$ cat config.mk
export PLATFORM = sky130hd
export DESIGN_NAME = rucl_loader
export DESIGN_NICKNAME = d
export VERILOG_FILES = /design/src/logic/rucl_pkg.sv /design/src/logic/rucl_watchdog.sv /design/src/logic/rucl_loader.sv
export VERILOG_INCLUDE_DIRS = /design/src /design/src/logic
export SDC_FILE = /design/constraint.sdc
export NUM_CORES = 1
export LEC_CHECK = 0
export BUFFER_PORTS_ARGS = -buffer_cell sky130_fd_sc_hd__buf_2
export CORE_MARGIN = 2
export CORE_UTILIZATION = 35
export DETAILED_ROUTE_END_ITERATION = 12
export HOLD_SLACK_MARGIN = 0.02
export PLACE_DENSITY_LB_ADDON = 0.12
export REMOVE_ABC_BUFFERS = 1
export SETUP_SLACK_MARGIN = 0.1
export SLEW_MARGIN = 20
export SYNTH_ARGS = -nofsm -noshare
export SYNTH_HDL_FRONTEND = slang
export SYNTH_SLANG_ARGS = --single-unit
$ cat constraint.sdc
create_clock -name clock -period 6.1 [get_ports clock]
set_clock_uncertainty 0.2 [all_clocks]
set_input_delay 0.915 -clock clock [delete_from_list [all_inputs] [get_ports clock]]
set_output_delay 0.915 -clock clock [all_outputs]
set_load 0.02 [all_outputs]
$ cat src/logic/rucl_defines.svh
// Constants for the remote update configuration loader.
// Assumes inclusion by the package and the design files by bare name.
`ifndef RUCL_DEFINES_SVH
`define RUCL_DEFINES_SVH

// ----------------------------------------------------------------------
// Page addresses and widths
// ----------------------------------------------------------------------
`define RUCL_PAGE_W          3
`define RUCL_FACTORY_PAGE    3'h0
`define RUCL_MAX_APP_PAGES   7
`define RUCL_WD_W            12

// ----------------------------------------------------------------------
// Cause codes held in the status word
// ----------------------------------------------------------------------
`define RUCL_CAUSE_W         2
`define RUCL_CAUSE_POWERUP   2'h0
`define RUCL_CAUSE_LOAD_ERR  2'h1
`define RUCL_CAUSE_WATCHDOG  2'h2
`define RUCL_CAUSE_PIN       2'h3

// ----------------------------------------------------------------------
// Timing: initialization length and watchdog tick divider
// ----------------------------------------------------------------------
`define RUCL_INIT_NS         80
`define RUCL_CLK_NS          10
`define RUCL_INIT_CYC        ((`RUCL_INIT_NS + `RUCL_CLK_NS - 1) / `RUCL_CLK_NS)
`define RUCL_TICK_DIV        16

`endif

$ cat src/logic/rucl_pkg.sv
// Types shared by the configuration loader files.
// Assumes rucl_defines.svh is on the include path.
`include "rucl_defines.svh"

package rucl_pkg;

  // ----------------------------------------------------------------------
  // Loader phases
  // ----------------------------------------------------------------------
  typedef enum logic [2:0] {
    RUCL_ST_RESET,
    RUCL_ST_LOAD,
    RUCL_ST_INIT,
    RUCL_ST_USER
  } rucl_state_t;

  // Status word readable by factory logic
  typedef struct packed {
    logic [`RUCL_CAUSE_W-1:0] cause;
    logic [`RUCL_PAGE_W-1:0]  failed_page;
    logic                     factory_active;
  } rucl_status_t;

  // Control word written by factory logic
  typedef struct packed {
    logic [`RUCL_PAGE_W-1:0]  next_page;
    logic                     wd_enable;
    logic [`RUCL_WD_W-1:0]    wd_timeout;
  } rucl_ctrl_t;

endpackage : rucl_pkg

$ cat src/logic/rucl_watchdog.sv
// User watchdog counter for application images.
// Assumes a tick enable from the parent and a synchronous clear.
`timescale 1ns/1ps
`include "rucl_defines.svh"

module rucl_watchdog
  import rucl_pkg::*;
(
  input  wire logic                  clock,
  input  wire logic                  rst_n,
  input  wire logic                  run,
  input  wire logic                  tick,
  input  wire logic                  restart,
  input  wire logic [`RUCL_WD_W-1:0] timeout,
  output logic                       expired
);

  logic [`RUCL_WD_W-1:0] count_reg;
  logic [`RUCL_WD_W-1:0] count_next;
  logic                  hit;

  // Terminal count compare
  assign hit = run && (count_reg >= timeout);

  // Count while running, clear on restart or when stopped
  assign count_next = (!run || restart) ? '0
                    : tick ? count_reg + {{(`RUCL_WD_W-1){1'b0}}, 1'b1}
                    : count_reg;

  // ----------------------------------------------------------------------
  // Counter register
  // ----------------------------------------------------------------------
  always_ff @(posedge clock or negedge rst_n) begin
    if (!rst_n) begin
      count_reg <= '0;
    end else begin
      count_reg <= count_next;
    end
  end

  assign expired = hit && !restart;

endmodule : rucl_watchdog

$ cat src/logic/rucl_loader.sv
// Remote update configuration loader: page selection, fallback, I/O gate.
// Assumes a paged memory that reports load done/error on the same clock;
// pins from outside pass a three-stage synchroniser here.
`timescale 1ns/1ps
`include "rucl_defines.svh"

module rucl_loader
  import rucl_pkg::*;
(
  input  wire logic                    clock,
  input  wire logic                    arst_n,
  input  wire logic                    reconfig_pin_n,
  input  wire logic                    chain_cfg_enable_in,
  output logic                         chain_cfg_enable_out,
  output logic [`RUCL_PAGE_W-1:0]      load_page,
  output logic                         load_start,
  input  wire logic                    load_done,
  input  wire logic                    load_error,
  input  wire logic                    image_remote_capable,
  input  wire logic                    ctrl_write,
  input  wire rucl_ctrl_t              ctrl_in,
  input  wire logic                    wd_restart,
  input  wire logic                    reconfig_req,
  output rucl_status_t                 status,
  output logic                         user_mode,
  output logic                         io_oe_n,
  output logic                         io_pullup,
  output logic                         user_reset_n
);

  // ----------------------------------------------------------------------
  // Reset release and pin synchronisers
  // ----------------------------------------------------------------------
  logic [1:0] rst_sync_reg;
  logic       rst_n;
  logic [2:0] pin_sync_reg;
  logic [2:0] ce_sync_reg;
  logic       pin_level_reg;
  logic       ce_level_reg;

  always_ff @(posedge clock or negedge arst_n) begin
    if (!arst_n) begin
      rst_sync_reg <= 2'h0;
    end else begin
      rst_sync_reg <= {rst_sync_reg[0], 1'b1};
    end
  end
  assign rst_n = rst_sync_reg[1];

  // Three stages; level changes when stage two and three agree
  always_ff @(posedge clock or negedge rst_n) begin
    if (!rst_n) begin
      pin_sync_reg  <= 3'h7;
      ce_sync_reg   <= 3'h7;
      pin_level_reg <= 1'b1;
      ce_level_reg  <= 1'b1;
    end else begin
      pin_sync_reg <= {pin_sync_reg[1:0], reconfig_pin_n};
      ce_sync_reg  <= {ce_sync_reg[1:0], chain_cfg_enable_in};
      if (pin_sync_reg[2] == pin_sync_reg[1]) begin
        pin_level_reg <= pin_sync_reg[2];
      end
      if (ce_sync_reg[2] == ce_sync_reg[1]) begin
        ce_level_reg <= ce_sync_reg[2];
      end
    end
  end

  // ----------------------------------------------------------------------
  // State and registers
  // ----------------------------------------------------------------------
  rucl_state_t                state_reg, state_next;
  logic [`RUCL_PAGE_W-1:0]    page_reg, page_next;
  rucl_ctrl_t                 ctrl_reg, ctrl_next;
  rucl_status_t               status_reg, status_next;
  logic                       capable_reg, capable_next;
  logic [7:0]                 init_cnt_reg, init_cnt_next;
  logic [4:0]                 tick_cnt_reg;
  logic                       tick;
  logic                       wd_expired;
  logic                       pin_fall;
  logic                       pin_prev_reg;
  logic                       chain_on;
  logic                       is_factory;
  logic                       wd_run;
  logic                       wd_ok_restart;

  // Legal application page: 1 to 7, factory page is never a target
  function automatic logic page_is_app(input logic [`RUCL_PAGE_W-1:0] p);
    page_is_app = (p != `RUCL_FACTORY_PAGE);
  endfunction : page_is_app

  assign chain_on   = !ce_level_reg;
  assign pin_fall   = pin_prev_reg && !pin_level_reg;
  assign is_factory = (page_reg == `RUCL_FACTORY_PAGE);
  // Watchdog only runs for application images in user mode
  assign wd_run = (state_reg == RUCL_ST_USER) && !is_factory
                  && ctrl_reg.wd_enable;
  // Restart honoured only from a remote-update capable image
  assign wd_ok_restart = wd_restart && capable_reg;

  // Watchdog tick divider
  always_ff @(posedge clock or negedge rst_n) begin
    if (!rst_n) begin
      tick_cnt_reg <= 5'h00;
      pin_prev_reg <= 1'b1;
    end else begin
      tick_cnt_reg <= tick ? 5'h00 : tick_cnt_reg + 5'h01;
      pin_prev_reg <= pin_level_reg;
    end
  end
  assign tick = (tick_cnt_reg == 5'(`RUCL_TICK_DIV - 1));

  rucl_watchdog u_wd (
    .clock   (clock),
    .rst_n   (rst_n),
    .run     (wd_run),
    .tick    (tick),
    .restart (wd_ok_restart),
    .timeout (ctrl_reg.wd_timeout),
    .expired (wd_expired)
  );

  // ----------------------------------------------------------------------
  // Next-state logic
  // ----------------------------------------------------------------------
  always_comb begin
    state_next    = state_reg;
    page_next     = page_reg;
    ctrl_next     = ctrl_reg;
    status_next   = status_reg;
    capable_next  = capable_reg;
    init_cnt_next = init_cnt_reg;
    case (state_reg)
      RUCL_ST_RESET: begin
        // Power-up always starts from the factory page
        page_next = `RUCL_FACTORY_PAGE;
        if (chain_on) begin
          state_next = RUCL_ST_LOAD;
        end
      end
      RUCL_ST_LOAD: begin
        if (load_error) begin
          // Record cause, fall back to factory
          status_next.cause       = `RUCL_CAUSE_LOAD_ERR;
          status_next.failed_page = page_reg;
          page_next               = `RUCL_FACTORY_PAGE;
          if (is_factory) begin
            state_next = RUCL_ST_RESET;
          end
        end else if (load_done) begin
          capable_next  = image_remote_capable;
          init_cnt_next = 8'h00;
          state_next    = RUCL_ST_INIT;
        end
      end
      RUCL_ST_INIT: begin
        init_cnt_next = init_cnt_reg + 8'h01;
        if (init_cnt_reg == 8'(`RUCL_INIT_CYC - 1)) begin
          state_next = RUCL_ST_USER;
        end
      end
      RUCL_ST_USER: begin
        if (is_factory && ctrl_write && page_is_app(ctrl_in.next_page)) begin
          ctrl_next = ctrl_in;
        end
        if (wd_expired) begin
          status_next.cause       = `RUCL_CAUSE_WATCHDOG;
          status_next.failed_page = page_reg;
          page_next  = `RUCL_FACTORY_PAGE;
          state_next = RUCL_ST_LOAD;
        end else if (reconfig_req) begin
          // Factory jumps to the chosen page; applications go back home
          page_next  = is_factory ? ctrl_reg.next_page
                                  : `RUCL_FACTORY_PAGE;
          state_next = RUCL_ST_LOAD;
        end
      end
      default: begin
        state_next = RUCL_ST_RESET;
      end
    endcase
    // Reconfig pin overrides the next state, page and cause outside the reset state and reloads the factory page
    if (pin_fall && state_reg != RUCL_ST_RESET) begin
      status_next.cause = `RUCL_CAUSE_PIN;
      page_next  = `RUCL_FACTORY_PAGE;
      state_next = RUCL_ST_LOAD;
    end
    status_next.factory_active = (page_next == `RUCL_FACTORY_PAGE);
  end

  // ----------------------------------------------------------------------
  // State registers
  // ----------------------------------------------------------------------
  always_ff @(posedge clock or negedge rst_n) begin
    if (!rst_n) begin
      state_reg    <= RUCL_ST_RESET;
      page_reg     <= `RUCL_FACTORY_PAGE;
      ctrl_reg     <= '0;
      status_reg   <= '{cause: `RUCL_CAUSE_POWERUP, failed_page: 3'h0,
                        factory_active: 1'b1};
      capable_reg  <= 1'b0;
      init_cnt_reg <= 8'h00;
    end else begin
      state_reg    <= state_next;
      page_reg     <= page_next;
      ctrl_reg     <= ctrl_next;
      status_reg   <= status_next;
      capable_reg  <= capable_next;
      init_cnt_reg <= init_cnt_next;
    end
  end

  // ----------------------------------------------------------------------
  // Outputs
  // ----------------------------------------------------------------------
  assign load_page  = page_reg;
  assign load_start = (state_reg == RUCL_ST_LOAD);
  assign status     = status_reg;
  assign user_mode  = (state_reg == RUCL_ST_USER);
  // Pins tri-stated and pulled up until user mode
  assign io_oe_n    = !user_mode;
  assign io_pullup  = !user_mode;
  // User registers held in reset until initialization ends
  assign user_reset_n = (state_reg == RUCL_ST_USER);
  assign chain_cfg_enable_out = !user_mode;

  // ----------------------------------------------------------------------
  // Assertions
  // ----------------------------------------------------------------------
  property p_powerup_factory;
    @(posedge clock) disable iff (!rst_n)
      (state_reg == RUCL_ST_RESET) |=> (page_reg == `RUCL_FACTORY_PAGE);
  endproperty
  a_powerup_factory: assert property (p_powerup_factory)
    else $error("start page not factory");

  property p_err_fallback;
    @(posedge clock) disable iff (!rst_n)
      (state_reg == RUCL_ST_LOAD && load_error && !pin_fall) |=>
        (page_reg == `RUCL_FACTORY_PAGE &&
         status_reg.cause == `RUCL_CAUSE_LOAD_ERR);
  endproperty
  a_err_fallback: assert property (p_err_fallback)
    else $error("load error did not fall back");

  property p_wd_fallback;
    @(posedge clock) disable iff (!rst_n)
      (wd_expired && !pin_fall) |=>
        (state_reg == RUCL_ST_LOAD && is_factory &&
         status_reg.cause == `RUCL_CAUSE_WATCHDOG);
  endproperty
  a_wd_fallback: assert property (p_wd_fallback)
    else $error("watchdog expiry did not reload factory");

  property p_wd_off_factory;
    @(posedge clock) disable iff (!rst_n)
      is_factory |-> !wd_run;
  endproperty
  a_wd_off_factory: assert property (p_wd_off_factory)
    else $error("watchdog running in factory image");

  property p_restart_valid;
    @(posedge clock) disable iff (!rst_n)
      (wd_restart && !capable_reg) |-> !wd_ok_restart;
  endproperty
  a_restart_valid: assert property (p_restart_valid)
    else $error("restart from invalid image accepted");

  property p_init_len;
    @(posedge clock) disable iff (!rst_n)
      ($rose(state_reg == RUCL_ST_INIT) && !pin_fall) |->
        (state_reg == RUCL_ST_INIT)[*8] ##1 user_mode;
  endproperty
  a_init_len: assert property (p_init_len)
    else $error("init length wrong");

  property p_io_tristate;
    @(posedge clock) disable iff (!rst_n)
      !user_mode |-> (io_oe_n && io_pullup && !user_reset_n);
  endproperty
  a_io_tristate: assert property (p_io_tristate)
    else $error("pins driven outside user mode");

  property p_pin_reload;
    @(posedge clock) disable iff (!rst_n)
      (pin_fall && state_reg != RUCL_ST_RESET) |=>
        (state_reg == RUCL_ST_LOAD && status_reg.cause == `RUCL_CAUSE_PIN);
  endproperty
  a_pin_reload: assert property (p_pin_reload)
    else $error("reconfig pin ignored");

  property p_page_range;
    @(posedge clock) disable iff (!rst_n)
      ctrl_reg.wd_enable |-> page_is_app(ctrl_reg.next_page);
  endproperty
  a_page_range: assert property (p_page_range)
    else $error("control page is factory");

  c_user:     cover property (@(posedge clock) disable iff (!rst_n)
                $rose(user_mode));
  c_wd:       cover property (@(posedge clock) disable iff (!rst_n)
                wd_expired);
  c_err:      cover property (@(posedge clock) disable iff (!rst_n)
                load_error && load_start);

endmodule : rucl_loader

---- Word-level counts from Yosys, hierarchy flattened ----
Index checks and enable logic that the tools add are counted.
cells by class
  add/subtract/negate cells ............... 3
  multiply operators ...................... 0
  div/mod/pow operators ................... 0
  order comparisons ....................... 1
  eq/ne operators ......................... 18
  shifts and indexed selects .............. 0
  muxes and demuxes ....................... 25
  bitwise operators ....................... 1
  reduce and logical (&&, ||, !) cells .... 30
operators with widths
  cell                                                   number
  2-to-1 mux 3 bit                                       13
  2-to-1 mux 12 bit                                      2
  2-to-1 mux 8 bit                                       2
  one-hot mux 8 bit (2 select lines)                     1
  2-to-1 mux 5 bit                                       3
  adder 12 x 1 -> 12 bit, second input constant          1
  greater-or-equal comparator 12 bit                     1
  one-hot mux 3 bit (4 select lines)                     1
  AND reduction 3 bit                                    4
  one-hot mux 5 bit (2 select lines)                     1
  logical AND 1 bit                                      9
  logical NOT 3 bit                                      3
  one-hot mux 3 bit (3 select lines)                     1
  nonzero test 3 bit                                     3
  adder 8 x 1 -> 8 bit, second input constant            1
  equality test 8 x 3 -> 1 bit, second input constant    1
  inequality test 4 x 2 -> 1 bit, second input constant  2
  equality test 3 x 2 -> 1 bit, second input constant    2
  inequality test 2 x 1 -> 1 bit, second input constant  3
  inequality test 3 x 1 -> 1 bit, second input constant  2
  inequality test 3 bit, second input constant           2
  nonzero test 2 bit                                     3
  adder 5 x 1 -> 5 bit, second input constant            1
  equality test 5 x 4 -> 1 bit, second input constant    1
  other kinds (10)                                       15
word-level totals
  flip-flop bits (word level) ............. 65
  bits in latches ......................... 0
  memory bits (writable) .................. 0
  memory bits (read-only) ................. 0
  input bits .............................. 26
  output and inout bits ................... 15
  word-level logic and storage cells ...... 96
  memories ................................ 0

---- Logic depth before layout (Yosys ltp) ----
  depth after elaboration ................. 10
  mapped depth ............................ 8
  gate-level depth less buffers ........... 7

---- By module ----
From an unflattened synthesis, not the netlist that was laid out.
second synthesis, totals
  cells, all modules ...................... 290
  area, all modules ....................... 3,164.3 sq um
by module, submodules not included
  module         instances  cells an instance  area each (sq um)  seq. area each (sq um)
  rucl_loader    1          187                2,269.7            1,313.8
  rucl_watchdog  1          103                894.6              300.3

---- Worst setup path before layout ----
Ideal clock, no wire load.
  kind .................................... flip-flop to output port
  start ................................... register state_reg[0]
  end ..................................... output io_oe_n
  arrival ................................. 1.453 ns
  required time ........................... 4.985 ns
  slack ................................... 3.532 ns
  cell stages (with the launch flop) ...... 5
  buffers on the path ..................... 2
  cells stage by stage .................... dfrtp_1 ha_1 clkbuf_1 inv_1 buf_4
between the ends
  cells in the longest elaborated chain, start to end .. 2
ends and longest elaborated chain
  what                          RTL line            source
  start, declared               rucl_loader.sv:72   rucl_state_t state_reg, state_next;
  start signal, assigned        rucl_loader.sv:205  state_reg <= state_next;
  equality test 3 x 2 -> 1 bit  rucl_loader.sv:220  assign user_mode = (state_reg == RUCL_ST_USER);
  named net user_mode           rucl_loader.sv:25   output logic user_mode,
  logical NOT 1 bit             --
  end, declared                 rucl_loader.sv:26   output logic io_oe_n,
The timed path passes the listed nets, and every way through them passes these cells.

---- Final worst setup path ----
  start ................................... register state_reg[0]
  end ..................................... register page_reg[1], in the netlist load_page[1]
between the ends
  cells in the longest elaborated chain, start to end .. 8
  elaborated cells between the ends (all ways) .. 12
  classes of those cells .................. eq/ne: 2; mux: 3; reduce/logical: 7
ends and longest elaborated chain
  what                                RTL line                               source
  equality test 3 x 2 -> 1 bit        rucl_loader.sv:97, rucl_loader.sv:134
  logical AND 1 bit                   rucl_loader.sv:97                      assign wd_run = (state_reg == RUCL_ST_USER) && !is_factory
  logical AND 1 bit                   rucl_loader.sv:98                      && ctrl_reg.wd_enable;
  logical AND 1 bit                   rucl_watchdog.sv:23                    assign hit = run && (count_reg >= timeout);
  logical AND 1 bit                   rucl_watchdog.sv:41                    assign expired = hit && !restart;
  2-to-1 mux 3 bit                    rucl_loader.sv:167                     if (wd_expired) begin
  one-hot mux 3 bit (3 select lines)  rucl_loader.sv:134                     case (state_reg)
  2-to-1 mux 3 bit *                  rucl_loader.sv:184                     if (pin_fall && state_reg != RUCL_ST_RESET) begin
  named net page_next[1]              rucl_loader.sv:73                      logic [`RUCL_PAGE_W-1:0] page_reg, page_next;
  end signal, assigned                rucl_loader.sv:198                     page_reg <= `RUCL_FACTORY_PAGE;
  end signal, assigned                rucl_loader.sv:206                     page_reg <= page_next;
  end, declared                       rucl_loader.sv:73
Mark *: on every way through the listed nets, which the timed path passes. The rest lies on a longest branch.
A chain may end at the register's enable or synchronous reset.

==> metrics.md <==
| Metric | Value |
|---|---|
| Library cell with the highest instance count after synthesis | `sky130_fd_sc_hd__dfrtp_1` |
| Number of levels in the clock H-tree | `3` |
| Number of ports placed on the die boundary | `41` |
| Max stage delay on crit path | `740 ps` |
| Post-synth top cells | `sky130_fd_sc_hd__dfrtp_1, sky130_fd_sc_hd__nand2_1, sky130_fd_sc_hd__o21ai_0` |
| Number of max-capacitance violations reported | `0` |
| Vias/cell | `5.01` |
| Actual slew at the worst max-slew pin | `1080 ps` |
| Die area | `10,100 µm²` |
| Number of antenna violations at the first check in global routing | `0` |
| Cell row count | `35` |
| YS warnings | `0` |
| Horiz. Die Dim | `100 µm` |
| Mapped Cells | `324` |
| Largest vdd supply drop | `0.125 mV` |
| Violation count after the first detailed-route iteration | `117` |
| Half-perimeter wire length after placement | `5090 µm` |
| Number of synthesized register bits | `64` |
| Placement Cell Area | `3530 µm²` |
| Syn-to-layout area delta | `14.3%` |
| Antenna cells | `0` |
| Main synth FF type | `sky130_fd_sc_hd__dfrtp_1` |
| Outcome | `finished clean` |
| Buf+Inv Stages, Crit Path | `0` |
| Non-Filler Cell Area, Final | `3720 µm²` |
| Fill count | `926` |
| Net count of the finished layout | `409` |
| Highest clock frequency the design can meet | `313 MHz` |
| Total CTS buffers | `9` |
| Final count of pins violating max slew | `0` |
| Required time reported for the critical path endpoint | `6130 ps` |
| Critical path, cell by cell | `ha_1 -> nand4_1 -> or4_4 -> a41o_1 -> a22o_1` |
| Per-instance average area after synthesis | `10.0 µm²` |
| Total global routing track utilization | `15.0%` |
| Post-detailed-route count of antenna-violating nets | `0` |
| Final setup violation count | `0` |
| Worst min-delay path category | `flip-flop to async pin` |
| Critical Path End Type | `flip-flop` |
| Vias in the first global route | `2,222` |
| Via count | `2,401` |
| Synth unique cells | `53` |
| Cell type contributing the most total cell area after synthesis | `sky130_fd_sc_hd__dfrtp_1` |
| Weighted congestion at the end of routability-driven global placement | `0.839` |
| Clock-pin slew of the registers on the worst-case setup and hold paths | `70 ps` |
| Critical register-to-register path startpoint | `state_reg[0]` |
| Post-route fraction of the period consumed by the critical path | `52.3%` |
| Path type of the worst setup path | `flip-flop to flip-flop` |
| Number of stages on the worst setup path | `5` |
| Final Hold Fails | `0` |
| Skew-Pair Late Insertion Delay | `340 ps` |
| Arr. time, crit path | `3220 ps` |
| Clock sink count | `64` |
| Register area share after synthesis | `49.6%` |
| Highest-delay cell along the critical path | `sky130_fd_sc_hd__or4_4` |
| Drt pass-1 iters | `4` |
| Y dimension of the die | `100 µm` |
| Reg2reg setup slack | `2910 ps` |
| Worst hold slack after final layout | `66.7 ps` |
| Largest delay share family, worst path | `simple AND/OR/NAND/NOR gates` |
| Core area | `9110 µm²` |
| Terminus of the critical flop-to-flop path | `load_page[1]` |
| Min Clock Period, post-route | `3190 ps` |
| DRC violation count after routing | `0` |
| Worst r2r path cells | `5` |
| Headroom to the max-slew limit | `27.5%` |
| Share of post-route cells with drive strength above 1 | `23.4%` |
| DR WL/cell | `14.6 µm` |
| Netlist area before placement | `3250 µm²` |
| Post-CTS setup repair buffer count | `0` |
| Post-CTS Resized | `0` |
| Starting density of the core | `35.7%` |
| Global-route wire length before repair | `11,500 µm` |
| Worst-path fanout max | `19` |
| Main area contributors after synthesis | `sky130_fd_sc_hd__dfrtp_1, sky130_fd_sc_hd__dfstp_2, sky130_fd_sc_hd__ha_1` |
| Clk buf depth | `2` |
| Grt total ovfl | `0` |
| Area fraction of the dominant cell type after synthesis | `41.5%` |
| Number of flip-flops under the largest register name | `16` |
| Multi-input combinational cell area | `1480 µm²` |
| Fraction of registers with async set/reset | `100%` |
| Unrepaired setup endpoints after global routing | `no` |
| Startpoint Class | `flip-flop` |
| CTS tree | `yes` |
| Total of buffers placed on input and output ports | `40` |
| EDFF count, synth | `0` |
| Maximum number of pins on one net before global-route repair | `50` |
| Root buffer selected by CTS | `sky130_fd_sc_hd__clkbuf_8` |
| Wire length after detailed routing | `6970 µm` |
| Setup TNS | `0 ps` |
| Total area of sequential cells | `1620 µm²` |
| Pwr/cell area | `364 nW/µm²` |
| Leak pwr | `1.66 nW` |
metrics by stage:
step	power, mW	instances	setup slack, ps	util [%]
2_1_floorplan	0.889	310	3160	-
3_3_place_gp	1.02	462	3030	38.7
3_5_place_dp	1.03	462	2950	38.7
4_1_cts	1.38	479	2930	40.8
5_1_grt	1.46	479	2700	40.8
6_report	1.35	479	2910	40.8
cells in the final DEF, fill, tap and decap left out, drive strengths merged, types with 8 or more instances in the layout:
cell     n
a21oi   15
buf     41
clkbuf  10
dfrtp   54
dfstp   10
ha      20
inv     22
mux2     8
nand2   34
nand3   12
nor2    21
nor3     9
o21ai   27
layer usage:
| layer | vias to the layer above | global-route usage [%] | wire length, µm | part of all wire [%] |
|---|---|---|---|---|
| li1 | 1210 | - | - | - |
| met3 | 13 | 3.62 | 329 | 4.7 |
| met5 | - | 0 | 0 | 0 |
| met1 | 1118 | 23.5 | 3770 | 54 |
| met2 | 60 | 18.9 | 2710 | 39 |
| met4 | 0 | 6.74 | 160 | 2.3 |
power by group:
part / switching [mW] / internal (mW) / leakage [nW] / total (mW)
Sequential: 0.0591 / 0.517 / 0.812 / 0.576
Combinational: 0.278 / 0.166 / 0.761 / 0.444
Clock: 0.175 / 0.159 / 0.0845 / 0.334
Total: 0.512 / 0.842 / 1.66 / 1.35
worst max path at each step:
stage	from	end	slack (ps)
4_1_cts	state_reg[0]	load_page[1]	2930
2_1_floorplan	state_reg[0]	load_page[0]	3160
5_1_grt	state_reg[0]	load_page[1]	2700
3_5_place_dp	state_reg[0]	load_page[1]	2950
6_report	state_reg[0]	load_page[1]	2910
3_3_place_gp	wd_restart	load_page[0]	3030
area by class of cell:
class                           instances  share of cell area, %
Sequential cell                        64                   43.4
Multi-Input combinational cell        224                   39.9
Timing Repair Buffer                   42                   5.85
Tap cell                              111                   3.73
Clock buffer                           10                   3.70
Inverter                               22                   2.22
Clock inverter                          6                   1.21
worst reg2reg max path, stage by stage, from the launching register on:
cell and delay (ps):
sky130_fd_sc_hd__dfrtp_1 420, sky130_fd_sc_hd__ha_1 610, sky130_fd_sc_hd__nand4_1 650, sky130_fd_sc_hd__or4_4 750, sky130_fd_sc_hd__a41o_1 270, sky130_fd_sc_hd__a22o_1 190
cells by family (layout without fill, tap and decap cells):
family	Yosys count	after routing	share of synthesized area, %
simple gates	112	112	17.8
compound gates	68	68	13.0
flops	64	64	49.6
buf+inv	36	80	4.88
fa+ha+maj	22	22	8.31
xor+xnor	12	12	3.23
mux	9	9	3.08
other cells	1	1	0.115
timing repair:
item / in CTS / in global routing
setup endpoints to repair: 0 / 0
hold buffers: 1 / 0
hold endpoints to repair: 9 / 0
(Power assumes the default switching activity.)
